### src/i2c_port_pkg.sv
// constants, modes and states for the two-wire slave port
// assumes one 200 MHz clock domain and a synchronous active-high reset
package i2c_port_pkg;
  // mode field encodings (4-bit control field)
  localparam logic [3:0] MODE_SLV7     = 4'h6;
  localparam logic [3:0] MODE_SLV10    = 4'h7;
  localparam logic [3:0] MODE_SS_ONLY  = 4'hB;
  localparam logic [3:0] MODE_SLV7_SS  = 4'hE;
  localparam logic [3:0] MODE_SLV10_SS = 4'hF;
  // 10-bit address header prefix
  localparam logic [4:0] ADDR10_PREFIX = 5'h1E;
  // bits per byte before the acknowledge slot
  localparam logic [3:0] BYTE_BITS     = 4'h8;
  localparam int         RX_DEPTH      = 2;
  localparam int         DATA_W        = 8;
  localparam int         SYNC_STAGES   = 2;
  // reset values
  localparam logic [7:0] SHIFT_RST     = 8'h00;
  localparam logic [7:0] TX_RST        = 8'hFF;
  localparam logic [3:0] CNT_RST       = 4'h0;
  typedef enum logic [2:0] {
    ST_IDLE, ST_ADDR, ST_ADDR2, ST_RX, ST_ACK, ST_TX, ST_TX_ACK, ST_WAIT
  } state_t;
endpackage

### src/i2c_slave_port.sv
// two-wire slave serial port: address match, auto acknowledge, rx buffer
// assumes SCL/SDA arrive asynchronously; open-drain wire resolved outside
//
// Contract
// - all slave functions except general call; start/stop interrupts offered.
// - standard mode timing, 7-bit and 10-bit slave addressing.
// - nothing happens unless the port enable is set.
// - four-bit mode field selects the operating mode.
// - modes: 7-bit, 10-bit, each with start/stop irq, irq-only idle.
// - pins driven open-drain only when enabled, mode set, directions input.
// - clock on one pin, data on another; two direction bits govern them.
// - with pins as inputs, port drives data when slave transmitter.
// - on match or data byte: acknowledge and copy shift register to buffer.
// - no acknowledge when buffer full or overflow already set.
// - on that refusal, no buffer load, but interrupt flag still set.
// - buffer read clears full; overflow stays until software clears it.
// - shift register unreachable; data only via buffer.
`timescale 1ns/1ps
module i2c_slave_port (
  input  wire logic       CLOCK_I,
  input  wire logic       SYS_RST_I,
  input  wire logic       SCL_I,
  input  wire logic       SDA_I,
  output logic            SCL_O,
  output logic            SCL_OE_O,
  output logic            SDA_O,
  output logic            SDA_OE_O,
  input  wire logic       PORT_ENABLE_I,
  input  wire logic [3:0] MODE_I,
  input  wire logic       SCL_DIR_IN_I,
  input  wire logic       SDA_DIR_IN_I,
  input  wire logic [9:0] SLAVE_ADDR_I,
  input  wire logic [7:0] TX_DATA_I,
  input  wire logic       TX_LOAD_I,
  output logic      [7:0] RX_DATA_O,
  output logic            RX_VALID_O,
  input  wire logic       RX_READY_I,
  output logic            BUFFER_FULL_O,
  output logic            OVERFLOW_O,
  input  wire logic       OVF_CLR_I,
  output logic            IRQ_FLAG_O,
  input  wire logic       IRQ_CLR_I,
  output logic            START_SEEN_O,
  output logic            STOP_SEEN_O
);
  // mode decoders, shared by engine and pin gating
  function automatic logic is_slave(input logic [3:0] m);
    return (m == i2c_port_pkg::MODE_SLV7)    || (m == i2c_port_pkg::MODE_SLV10) ||
           (m == i2c_port_pkg::MODE_SLV7_SS) || (m == i2c_port_pkg::MODE_SLV10_SS);
  endfunction
  function automatic logic is_ten(input logic [3:0] m);
    return (m == i2c_port_pkg::MODE_SLV10) || (m == i2c_port_pkg::MODE_SLV10_SS);
  endfunction
  function automatic logic has_ss(input logic [3:0] m);
    return (m == i2c_port_pkg::MODE_SLV7_SS) || (m == i2c_port_pkg::MODE_SLV10_SS) ||
           (m == i2c_port_pkg::MODE_SS_ONLY);
  endfunction

  logic [1:0] pins_s;
  logic       scl_s, sda_s, scl_q, sda_q;
  logic       scl_rise, scl_fall, start_det, stop_det;
  logic       active, pins_ok;
  i2c_port_pkg::state_t state_r, state_nxt, after_r, after_nxt;
  logic [7:0] shift_r, shift_nxt, txsh_r, txsh_nxt, txbuf_r, txbuf_nxt;
  logic [3:0] cnt_r, cnt_nxt;
  logic       drive_r, drive_nxt, hi_match_r, hi_match_nxt;
  logic       ovf_r, ovf_nxt, irq_r, irq_nxt, ss_r, ss_nxt, sp_r, sp_nxt;
  logic       take, push, fifo_ready, rd_bit, addr_ok;

  // pins pass two flops before any logic reads them
  bit_sync #(.W(i2c_port_pkg::SYNC_STAGES)) u_sync (
    .clk_i (CLOCK_I),
    .rst_i (SYS_RST_I),
    .d_i   ({SCL_I, SDA_I}),
    .q_o   (pins_s)
  );
  assign scl_s = pins_s[1];
  assign sda_s = pins_s[0];

  // edge and bus condition detect on synchronised levels
  always_ff @(posedge CLOCK_I) begin
    if (SYS_RST_I) begin
      scl_q <= 1'b1;
      sda_q <= 1'b1;
    end else begin
      scl_q <= scl_s;
      sda_q <= sda_s;
    end
  end
  assign scl_rise  = scl_s & ~scl_q;
  assign scl_fall  = ~scl_s & scl_q;
  assign start_det = scl_s & scl_q & sda_q & ~sda_s;
  assign stop_det  = scl_s & scl_q & ~sda_q & sda_s;
  assign active    = PORT_ENABLE_I & is_slave(MODE_I);
  assign pins_ok   = SCL_DIR_IN_I & SDA_DIR_IN_I;

  // received bytes queue; full means software has not read
  rx_buffer #(.W(i2c_port_pkg::DATA_W), .DEPTH(i2c_port_pkg::RX_DEPTH)) u_rxbuf (
    .clk_i       (CLOCK_I),
    .rst_i       (SYS_RST_I),
    .in_data_i   (shift_r),
    .in_valid_i  (push),
    .in_ready_o  (fifo_ready),
    .out_data_o  (RX_DATA_O),
    .out_valid_o (RX_VALID_O),
    .out_ready_i (RX_READY_I)
  );
  assign BUFFER_FULL_O = ~fifo_ready;

  // address compare against the configured slave address
  always_comb begin
    rd_bit  = shift_r[0];
    addr_ok = 1'b0;
    if (state_r == i2c_port_pkg::ST_ADDR2) begin
      addr_ok = (shift_r == SLAVE_ADDR_I[7:0]);
    end else if (is_ten(MODE_I)) begin
      addr_ok = (shift_r[7:3] == i2c_port_pkg::ADDR10_PREFIX) &&
                (shift_r[2:1] == SLAVE_ADDR_I[9:8]) && (!rd_bit || hi_match_r);
    end else begin
      addr_ok = (shift_r[7:1] == SLAVE_ADDR_I[6:0]);
    end
  end

  // protocol engine next state; no general call match here
  always_comb begin
    state_nxt    = state_r;
    after_nxt    = after_r;
    shift_nxt    = shift_r;
    txsh_nxt     = txsh_r;
    cnt_nxt      = cnt_r;
    drive_nxt    = drive_r;
    hi_match_nxt = hi_match_r;
    take         = 1'b0;
    push         = 1'b0;
    if (!active) begin
      state_nxt    = i2c_port_pkg::ST_IDLE;
      drive_nxt    = 1'b0;
      hi_match_nxt = 1'b0;
    end else if (start_det) begin
      state_nxt = i2c_port_pkg::ST_ADDR;
      cnt_nxt   = i2c_port_pkg::CNT_RST;
      drive_nxt = 1'b0;
    end else if (stop_det) begin
      state_nxt    = i2c_port_pkg::ST_IDLE;
      drive_nxt    = 1'b0;
      hi_match_nxt = 1'b0;
    end else begin
      case (state_r)
        i2c_port_pkg::ST_ADDR, i2c_port_pkg::ST_ADDR2, i2c_port_pkg::ST_RX: begin
          if (scl_rise && cnt_r != i2c_port_pkg::BYTE_BITS) begin
            shift_nxt = {shift_r[6:0], sda_s};
            cnt_nxt   = cnt_r + 4'h1;
          end else if (scl_fall && cnt_r == i2c_port_pkg::BYTE_BITS) begin
            if (state_r == i2c_port_pkg::ST_RX || addr_ok) begin
              take      = 1'b1;
              state_nxt = i2c_port_pkg::ST_ACK;
              if (state_r == i2c_port_pkg::ST_RX) begin
                after_nxt = i2c_port_pkg::ST_RX;
              end else if (state_r == i2c_port_pkg::ST_ADDR2) begin
                after_nxt    = i2c_port_pkg::ST_RX;
                hi_match_nxt = 1'b1;
              end else if (rd_bit) begin
                after_nxt = i2c_port_pkg::ST_TX;
              end else if (is_ten(MODE_I)) begin
                after_nxt = i2c_port_pkg::ST_ADDR2;
              end else begin
                after_nxt = i2c_port_pkg::ST_RX;
              end
              if (!fifo_ready || ovf_r) begin
                drive_nxt = 1'b0;
                after_nxt = i2c_port_pkg::ST_WAIT;
              end else begin
                drive_nxt = 1'b1;
                push      = 1'b1;
              end
            end else begin
              state_nxt = i2c_port_pkg::ST_WAIT;
            end
          end
        end
        i2c_port_pkg::ST_ACK: begin
          if (scl_fall) begin
            drive_nxt = 1'b0;
            state_nxt = after_r;
            cnt_nxt   = i2c_port_pkg::CNT_RST;
            if (after_r == i2c_port_pkg::ST_TX) begin
              txsh_nxt  = txbuf_r;
              drive_nxt = ~txbuf_r[7];
              cnt_nxt   = 4'h1;
            end
          end
        end
        i2c_port_pkg::ST_TX: begin
          if (scl_fall) begin
            if (cnt_r != i2c_port_pkg::BYTE_BITS) begin
              txsh_nxt  = {txsh_r[6:0], 1'b0};
              drive_nxt = ~txsh_r[6];
              cnt_nxt   = cnt_r + 4'h1;
            end else begin
              drive_nxt = 1'b0;
              state_nxt = i2c_port_pkg::ST_TX_ACK;
            end
          end
        end
        i2c_port_pkg::ST_TX_ACK: begin
          // master nack ends the read; ack reloads on next fall
          if (scl_rise) begin
            after_nxt = i2c_port_pkg::ST_TX;
            state_nxt = sda_s ? i2c_port_pkg::ST_WAIT : i2c_port_pkg::ST_ACK;
          end
        end
        i2c_port_pkg::ST_IDLE, i2c_port_pkg::ST_WAIT: begin
          drive_nxt = 1'b0;
        end
        default: begin
          state_nxt = i2c_port_pkg::ST_IDLE;
          drive_nxt = 1'b0;
        end
      endcase
    end
  end

  // flags: hardware set wins over software clear
  always_comb begin
    txbuf_nxt = TX_LOAD_I ? TX_DATA_I : txbuf_r;
    ovf_nxt   = (ovf_r & ~OVF_CLR_I) | (take & ~fifo_ready);
    irq_nxt   = (irq_r & ~IRQ_CLR_I) | take |
                (PORT_ENABLE_I & has_ss(MODE_I) & (start_det | stop_det));
    ss_nxt    = PORT_ENABLE_I & (start_det | (ss_r & ~stop_det));
    sp_nxt    = PORT_ENABLE_I & (stop_det | (sp_r & ~start_det));
  end

  always_ff @(posedge CLOCK_I) begin
    if (SYS_RST_I) begin
      state_r    <= i2c_port_pkg::ST_IDLE;
      after_r    <= i2c_port_pkg::ST_IDLE;
      shift_r    <= i2c_port_pkg::SHIFT_RST;
      txsh_r     <= i2c_port_pkg::TX_RST;
      txbuf_r    <= i2c_port_pkg::TX_RST;
      cnt_r      <= i2c_port_pkg::CNT_RST;
      drive_r    <= 1'b0;
      hi_match_r <= 1'b0;
      ovf_r      <= 1'b0;
      irq_r      <= 1'b0;
      ss_r       <= 1'b0;
      sp_r       <= 1'b0;
    end else begin
      state_r    <= state_nxt;
      after_r    <= after_nxt;
      shift_r    <= shift_nxt;
      txsh_r     <= txsh_nxt;
      txbuf_r    <= txbuf_nxt;
      cnt_r      <= cnt_nxt;
      drive_r    <= drive_nxt;
      hi_match_r <= hi_match_nxt;
      ovf_r      <= ovf_nxt;
      irq_r      <= irq_nxt;
      ss_r       <= ss_nxt;
      sp_r       <= sp_nxt;
    end
  end

  // open drain: only ever pull low; clock is never stretched
  assign SCL_O        = 1'b0;
  assign SCL_OE_O     = 1'b0;
  assign SDA_O        = 1'b0;
  assign SDA_OE_O     = drive_r & active & pins_ok;
  assign OVERFLOW_O   = ovf_r;
  assign IRQ_FLAG_O   = irq_r;
  assign START_SEEN_O = ss_r;
  assign STOP_SEEN_O  = sp_r;
endmodule

### src/bit_sync.sv
// two-flop synchroniser for pin levels
// assumes inputs are asynchronous to CLOCK_I
`timescale 1ns/1ps
module bit_sync #(
  parameter int W = 2
) (
  input  wire logic         clk_i,
  input  wire logic         rst_i,
  input  wire logic [W-1:0] d_i,
  output logic      [W-1:0] q_o
);
  logic [W-1:0] meta_r;
  logic [W-1:0] meta_nxt;
  logic [W-1:0] q_r;

  // first stage is read only by the second
  always_comb begin
    meta_nxt = d_i;
  end

  // idle bus level is high, so reset to ones
  always_ff @(posedge clk_i) begin
    if (rst_i) begin
      meta_r <= '1;
      q_r    <= '1;
    end else begin
      meta_r <= meta_nxt;
      q_r    <= meta_r;
    end
  end
  assign q_o = q_r;
endmodule

### src/rx_buffer.sv
// small valid/ready fifo holding received bytes
// assumes both sides on the same clock
`timescale 1ns/1ps
module rx_buffer #(
  parameter int W     = 8,
  parameter int DEPTH = 2
) (
  input  wire logic         clk_i,
  input  wire logic         rst_i,
  input  wire logic [W-1:0] in_data_i,
  input  wire logic         in_valid_i,
  output logic              in_ready_o,
  output logic      [W-1:0] out_data_o,
  output logic              out_valid_o,
  input  wire logic         out_ready_i
);
  localparam int AW = (DEPTH > 1) ? $clog2(DEPTH) : 1;
  // counter is one bit wider than the pointers, so DEPTH itself fits
  localparam logic [AW:0] FULL_CNT = (AW+1)'(DEPTH);
  logic [W-1:0] mem_r [DEPTH];
  logic [AW-1:0] wp_r, wp_nxt, rp_r, rp_nxt;
  logic [AW:0]   cnt_r, cnt_nxt;
  logic          push, pop;

  assign in_ready_o  = (cnt_r != FULL_CNT);
  assign out_valid_o = (cnt_r != '0);
  assign out_data_o  = mem_r[rp_r];
  assign push = in_valid_i & in_ready_o;
  assign pop  = out_valid_o & out_ready_i;

  // pointer wrap at DEPTH, not a power of two
  always_comb begin
    wp_nxt  = wp_r;
    rp_nxt  = rp_r;
    cnt_nxt = cnt_r;
    if (push) wp_nxt = (wp_r == AW'(DEPTH - 1)) ? '0 : wp_r + AW'(1);
    if (pop)  rp_nxt = (rp_r == AW'(DEPTH - 1)) ? '0 : rp_r + AW'(1);
    if (push && !pop) cnt_nxt = cnt_r + (AW+1)'(1);
    if (pop && !push) cnt_nxt = cnt_r - (AW+1)'(1);
  end

  always_ff @(posedge clk_i) begin
    if (rst_i) begin
      wp_r  <= '0;
      rp_r  <= '0;
      cnt_r <= '0;
    end else begin
      wp_r  <= wp_nxt;
      rp_r  <= rp_nxt;
      cnt_r <= cnt_nxt;
    end
  end

  // storage needs no reset
  always_ff @(posedge clk_i) begin
    if (push) mem_r[wp_r] <= in_data_i;
  end
endmodule

### config.mk
export PLATFORM = sky130hd
export DESIGN_NAME = i2c_slave_port
export DESIGN_NICKNAME = d
export VERILOG_FILES = /design/src/i2c_port_pkg.sv /design/src/i2c_slave_port.sv /design/src/bit_sync.sv /design/src/rx_buffer.sv
export SDC_FILE = /design/constraint.sdc
export NUM_CORES = 1
export LEC_CHECK = 0
export BUFFER_PORTS_ARGS = -buffer_cell sky130_fd_sc_hd__buf_2
export CORE_ASPECT_RATIO = 2
export CORE_UTILIZATION = 25
export DETAILED_ROUTE_END_ITERATION = 10
export HOLD_SLACK_MARGIN = 0.05
export SETUP_SLACK_MARGIN = 0.1
export SKIP_LAST_GASP = 1
export SYNTH_ARGS = -nofsm -noshare
export SYNTH_HDL_FRONTEND = slang
export SYNTH_SLANG_ARGS = --single-unit
### constraint.sdc
create_clock -name CLOCK_I -period 2.35 [get_ports CLOCK_I]
set_input_delay 0.235 -clock CLOCK_I [delete_from_list [all_inputs] [get_ports CLOCK_I]]
set_output_delay 0.235 -clock CLOCK_I [all_outputs]
set_load 0.03 [all_outputs]
==> flow_metrics.env <==
export IMPL_slew_headroom_pct=60.5
export IMPL_pin_count=51
export IMPL_finalSetupViolations=0
export IMPL_routedWlPerCell_um=15.2
export IMPL_vias=2748
export IMPL_cts_max_level=3
export IMPL_synthToLayoutAreaGrowth_pct=26.8
export IMPL_layout_drive_gt1_share_pct=28.4
export IMPL_startpoint_type="flip-flop"
export IMPL_max_cap_violations=0
export IMPL_path_cells="xor2_1 > nor4_2 > nand3_1 > a21oi_2 > o2111ai_2 > ha_2 > xnor2_1 > or3_1 > a21oi_1"
export IMPL_cpPeakStageDelay_ns=0.36
export IMPL_placed_cell_area_um2=3770
export IMPL_worst_ep_required_time_ns=2.61
export IMPL_critPathSlowestCell="dfxtp_4"
export IMPL_grt_pass1_vias=2736
export IMPL_cts_sinks=66
export IMPL_synthCells=340
export IMPL_worst_endpoint_arrival_ns=2.54
export IMPL_design_area_um2=4170
export IMPL_final_common_cell="buf_2"
export IMPL_final_seq_area_um2=1490
export IMPL_layout_common_cells="buf_2 (47), dfxtp_1 (46), nor2_1 (37)"
export IMPL_synthFlopType="dfxtp_1"
export IMPL_cts_tree="done"
export IMPL_fin_nets=439
export IMPL_place_ws_ns=-0.160
export IMPL_yosysUniqueCellTypes=56
export IMPL_fin_skew_ns=0.00605
export IMPL_grt_use_total_pct=12.9
export IMPL_cp_end_kind="flip-flop"
export IMPL_crit_type="reg -> reg"
export IMPL_numCtsBuffers=9
export IMPL_antenna_found_initial=0
export IMPL_via_per_inst=4.91
export IMPL_syn_avg_cell_area_um2=9.68
export IMPL_cts_path_max_buffers=2
export IMPL_ir_worst_vdd_uv=401
export IMPL_hpwl_um=6550
export IMPL_wl_um=8500
export IMPL_status="complete, no violations"
export IMPL_yosysWarnings=0
export IMPL_port_buffer_count=47
export IMPL_rows=59
export IMPL_ant_nets=0
export IMPL_synth_top_area_share_pct=30.4
export IMPL_synth_edf_count=16
export IMPL_hold_path_class="in -> reg"
export IMPL_synth_area_top_cells="dfxtp_1 (30%), edfxtp_1 (15%), mux2i_1 (4.9%), a211o_1 (4.8%), nor2_1 (4.2%)"
export IMPL_die_x_um=83.1
export IMPL_synth_seq_cells=66
export IMPL_drt_iter0_markers=107
export IMPL_fmax_mhz=438
export IMPL_grt_max_degree=48
export IMPL_first_pass_iters=4
export IMPL_grt_pass1_wl_um=13500
export IMPL_async_flop_share_pct=0
export IMPL_fin_hold_ws_ns=0.0916
export IMPL_gp_congestion=0.906
export IMPL_max_slew_worst_pin_slew_ns=0.588
export IMPL_dieArea_um2=13700
export IMPL_grt_ovfl_total=0
export IMPL_syn_area_um2=3290
export IMPL_setup_ws_ns=0.0659
export IMPL_clockRootBuffer="clkbuf_16"
export IMPL_grt_setup_unrepaired="true"
export IMPL_ys_seq_area_share_pct=45.0
export IMPL_fill_cells=1314
export IMPL_fin_crit_ns=2.28
export IMPL_power_total_mw=2.79
export IMPL_power_density_cell_area_nw_per_um2=669
export IMPL_clkLatencyLatePin_ns=0.33
export IMPL_clk_pin_slew_ns=0.06
export IMPL_crit_path_max_fanout=6
export IMPL_drc=0
export IMPL_yosys_area_top_type="dfxtp_1"
export IMPL_report_final_slew_viol_count=0
export IMPL_die_h_um=164
export IMPL_leakagePower_nw=1.58
export IMPL_holdBufCountCts=0
export IMPL_antenna_cells=0
export IMPL_start_util_pct=25.5
export IMPL_timing_final_crit_share_pct=97.2
export IMPL_core_area_um2=12900
export IMPL_setup_tns_ns=0
export IMPL_timing_final_hold_violations=0
export IMPL_multi_input_area_um2=1710
[layer usage]
metal	global-route usage, %	share of wire [%]	wire length [um]
met5	0	0	0
met1	11.4	34	2930
met4	8.46	5.1	435
met3	3.17	4.0	337
met2	25.4	56	4800
[synth_stat cells (7+ instances only)]
| cell | count |
|---|---|
| a211o_1 | 18 |
| a21oi_1 | 10 |
| clkbuf_1 | 10 |
| dfxtp_1 | 50 |
| edfxtp_1 | 16 |
| inv_1 | 9 |
| mux2_2 | 9 |
| mux2i_1 | 16 |
| nand2_1 | 15 |
| nand2b_1 | 7 |
| nand3_1 | 8 |
| nor2_1 | 37 |
| nor2b_1 | 17 |
| o21ai_0 | 10 |
| or2_2 | 8 |
| xnor2_1 | 13 |
| xor2_1 | 7 |
[sequential cells by signal (all words and copies together), names as in the netlist, named ones only]
name	count
txsh_r	7
u_rxbuf.rp_r	1
drive_r	1
u_sync.q_o	2
cnt_r	4
state_r	3
OVERFLOW_O	1
shift_r	8
sda_q	1
STOP_SEEN_O	1
u_rxbuf.wp_r	1
scl_q	1
START_SEEN_O	1
txbuf_r	8
hi_match_r	1
after_r	3
u_rxbuf.cnt_r	2
IRQ_FLAG_O	1
u_sync.meta_r	2
u_rxbuf.mem_r	16
[report_power, final]
| group | leakage (nW) | internal, mW | switching [mW] | total (mW) |
|---|---|---|---|---|
| clock network | 0.161 | 0.996 | 0.482 | 1.48 |
| registers | 0.557 | 1.17 | 0.00952 | 1.18 |
| logic | 0.858 | 0.0580 | 0.0742 | 0.132 |
[kinds of logic (layout without fill, tap and decap cells)]
kind of cell	Yosys count	count (layout)	synth area share, %
DFF	66	66	45.0
buffers and inverters	29	95	4.07
and+or+nand+nor	126	126	20.4
other	1	3	0.114
AOI/OAI and AO/OA	70	70	16.0
muxes	25	25	7.94
adders and majority gates	3	3	1.14
xor gates and xnor gates	20	20	5.32
[path summary, 6_finish.rpt]
| check | startpoint | endpoint | slack, ns | depth (start not counted) |
|---|---|---|---|---|
| worst min-delay path | SDA_I | u_sync.meta_r[0]$_SDFF_PP1_ | 0.09 | 2 |
| worst min register to register | u_sync.meta_r[0]$_SDFF_PP1_ | u_sync.q_o[0]$_SDFF_PP1_ | 0.40 | 1 |
| worst max register to register | shift_r[6]$_SDFFE_PP0P_ | u_rxbuf.cnt_r[1]$_SDFFE_PP0P_ | 0.07 | 9 |
| worst max-delay path | shift_r[6]$_SDFFE_PP0P_ | u_rxbuf.cnt_r[1]$_SDFFE_PP0P_ | 0.07 | 9 |
[per-stage QoR]
step | cells | util, %
floorplan | 342 | -
global placement | 540 | 29.2
detailed placement | 540 | 29.2
CTS | 558 | 32.1
global route | 560 | 32.3
finish | 560 | 32.3
[worst max-delay path, delay by kind of cell (launching register included)]
family / cells / cell delay, ns
compound gates: 3 / 0.48
xor+xnor: 2 / 0.31
fa+ha+maj: 1 / 0.23
flops: 1 / 0.36
simple gates: 3 / 0.83
[timing repair]
action,CTS,global route
setup endpoints to repair,2,10
setup buffers,2,2
pin swaps,6,6
resized for setup,8,3
[area by class of cell]
class,instances,share of cell area [%]
Timing Repair Buffer,70,9.77
Tap cell,152,4.56
Multi-Input combinational cell,247,41.0
Sequential cell,66,35.7
Clock inverter,5,2.04
Clock buffer,11,6.09
Inverter,9,0.809
No activity file was read; power rests on OpenSTA's default activity.
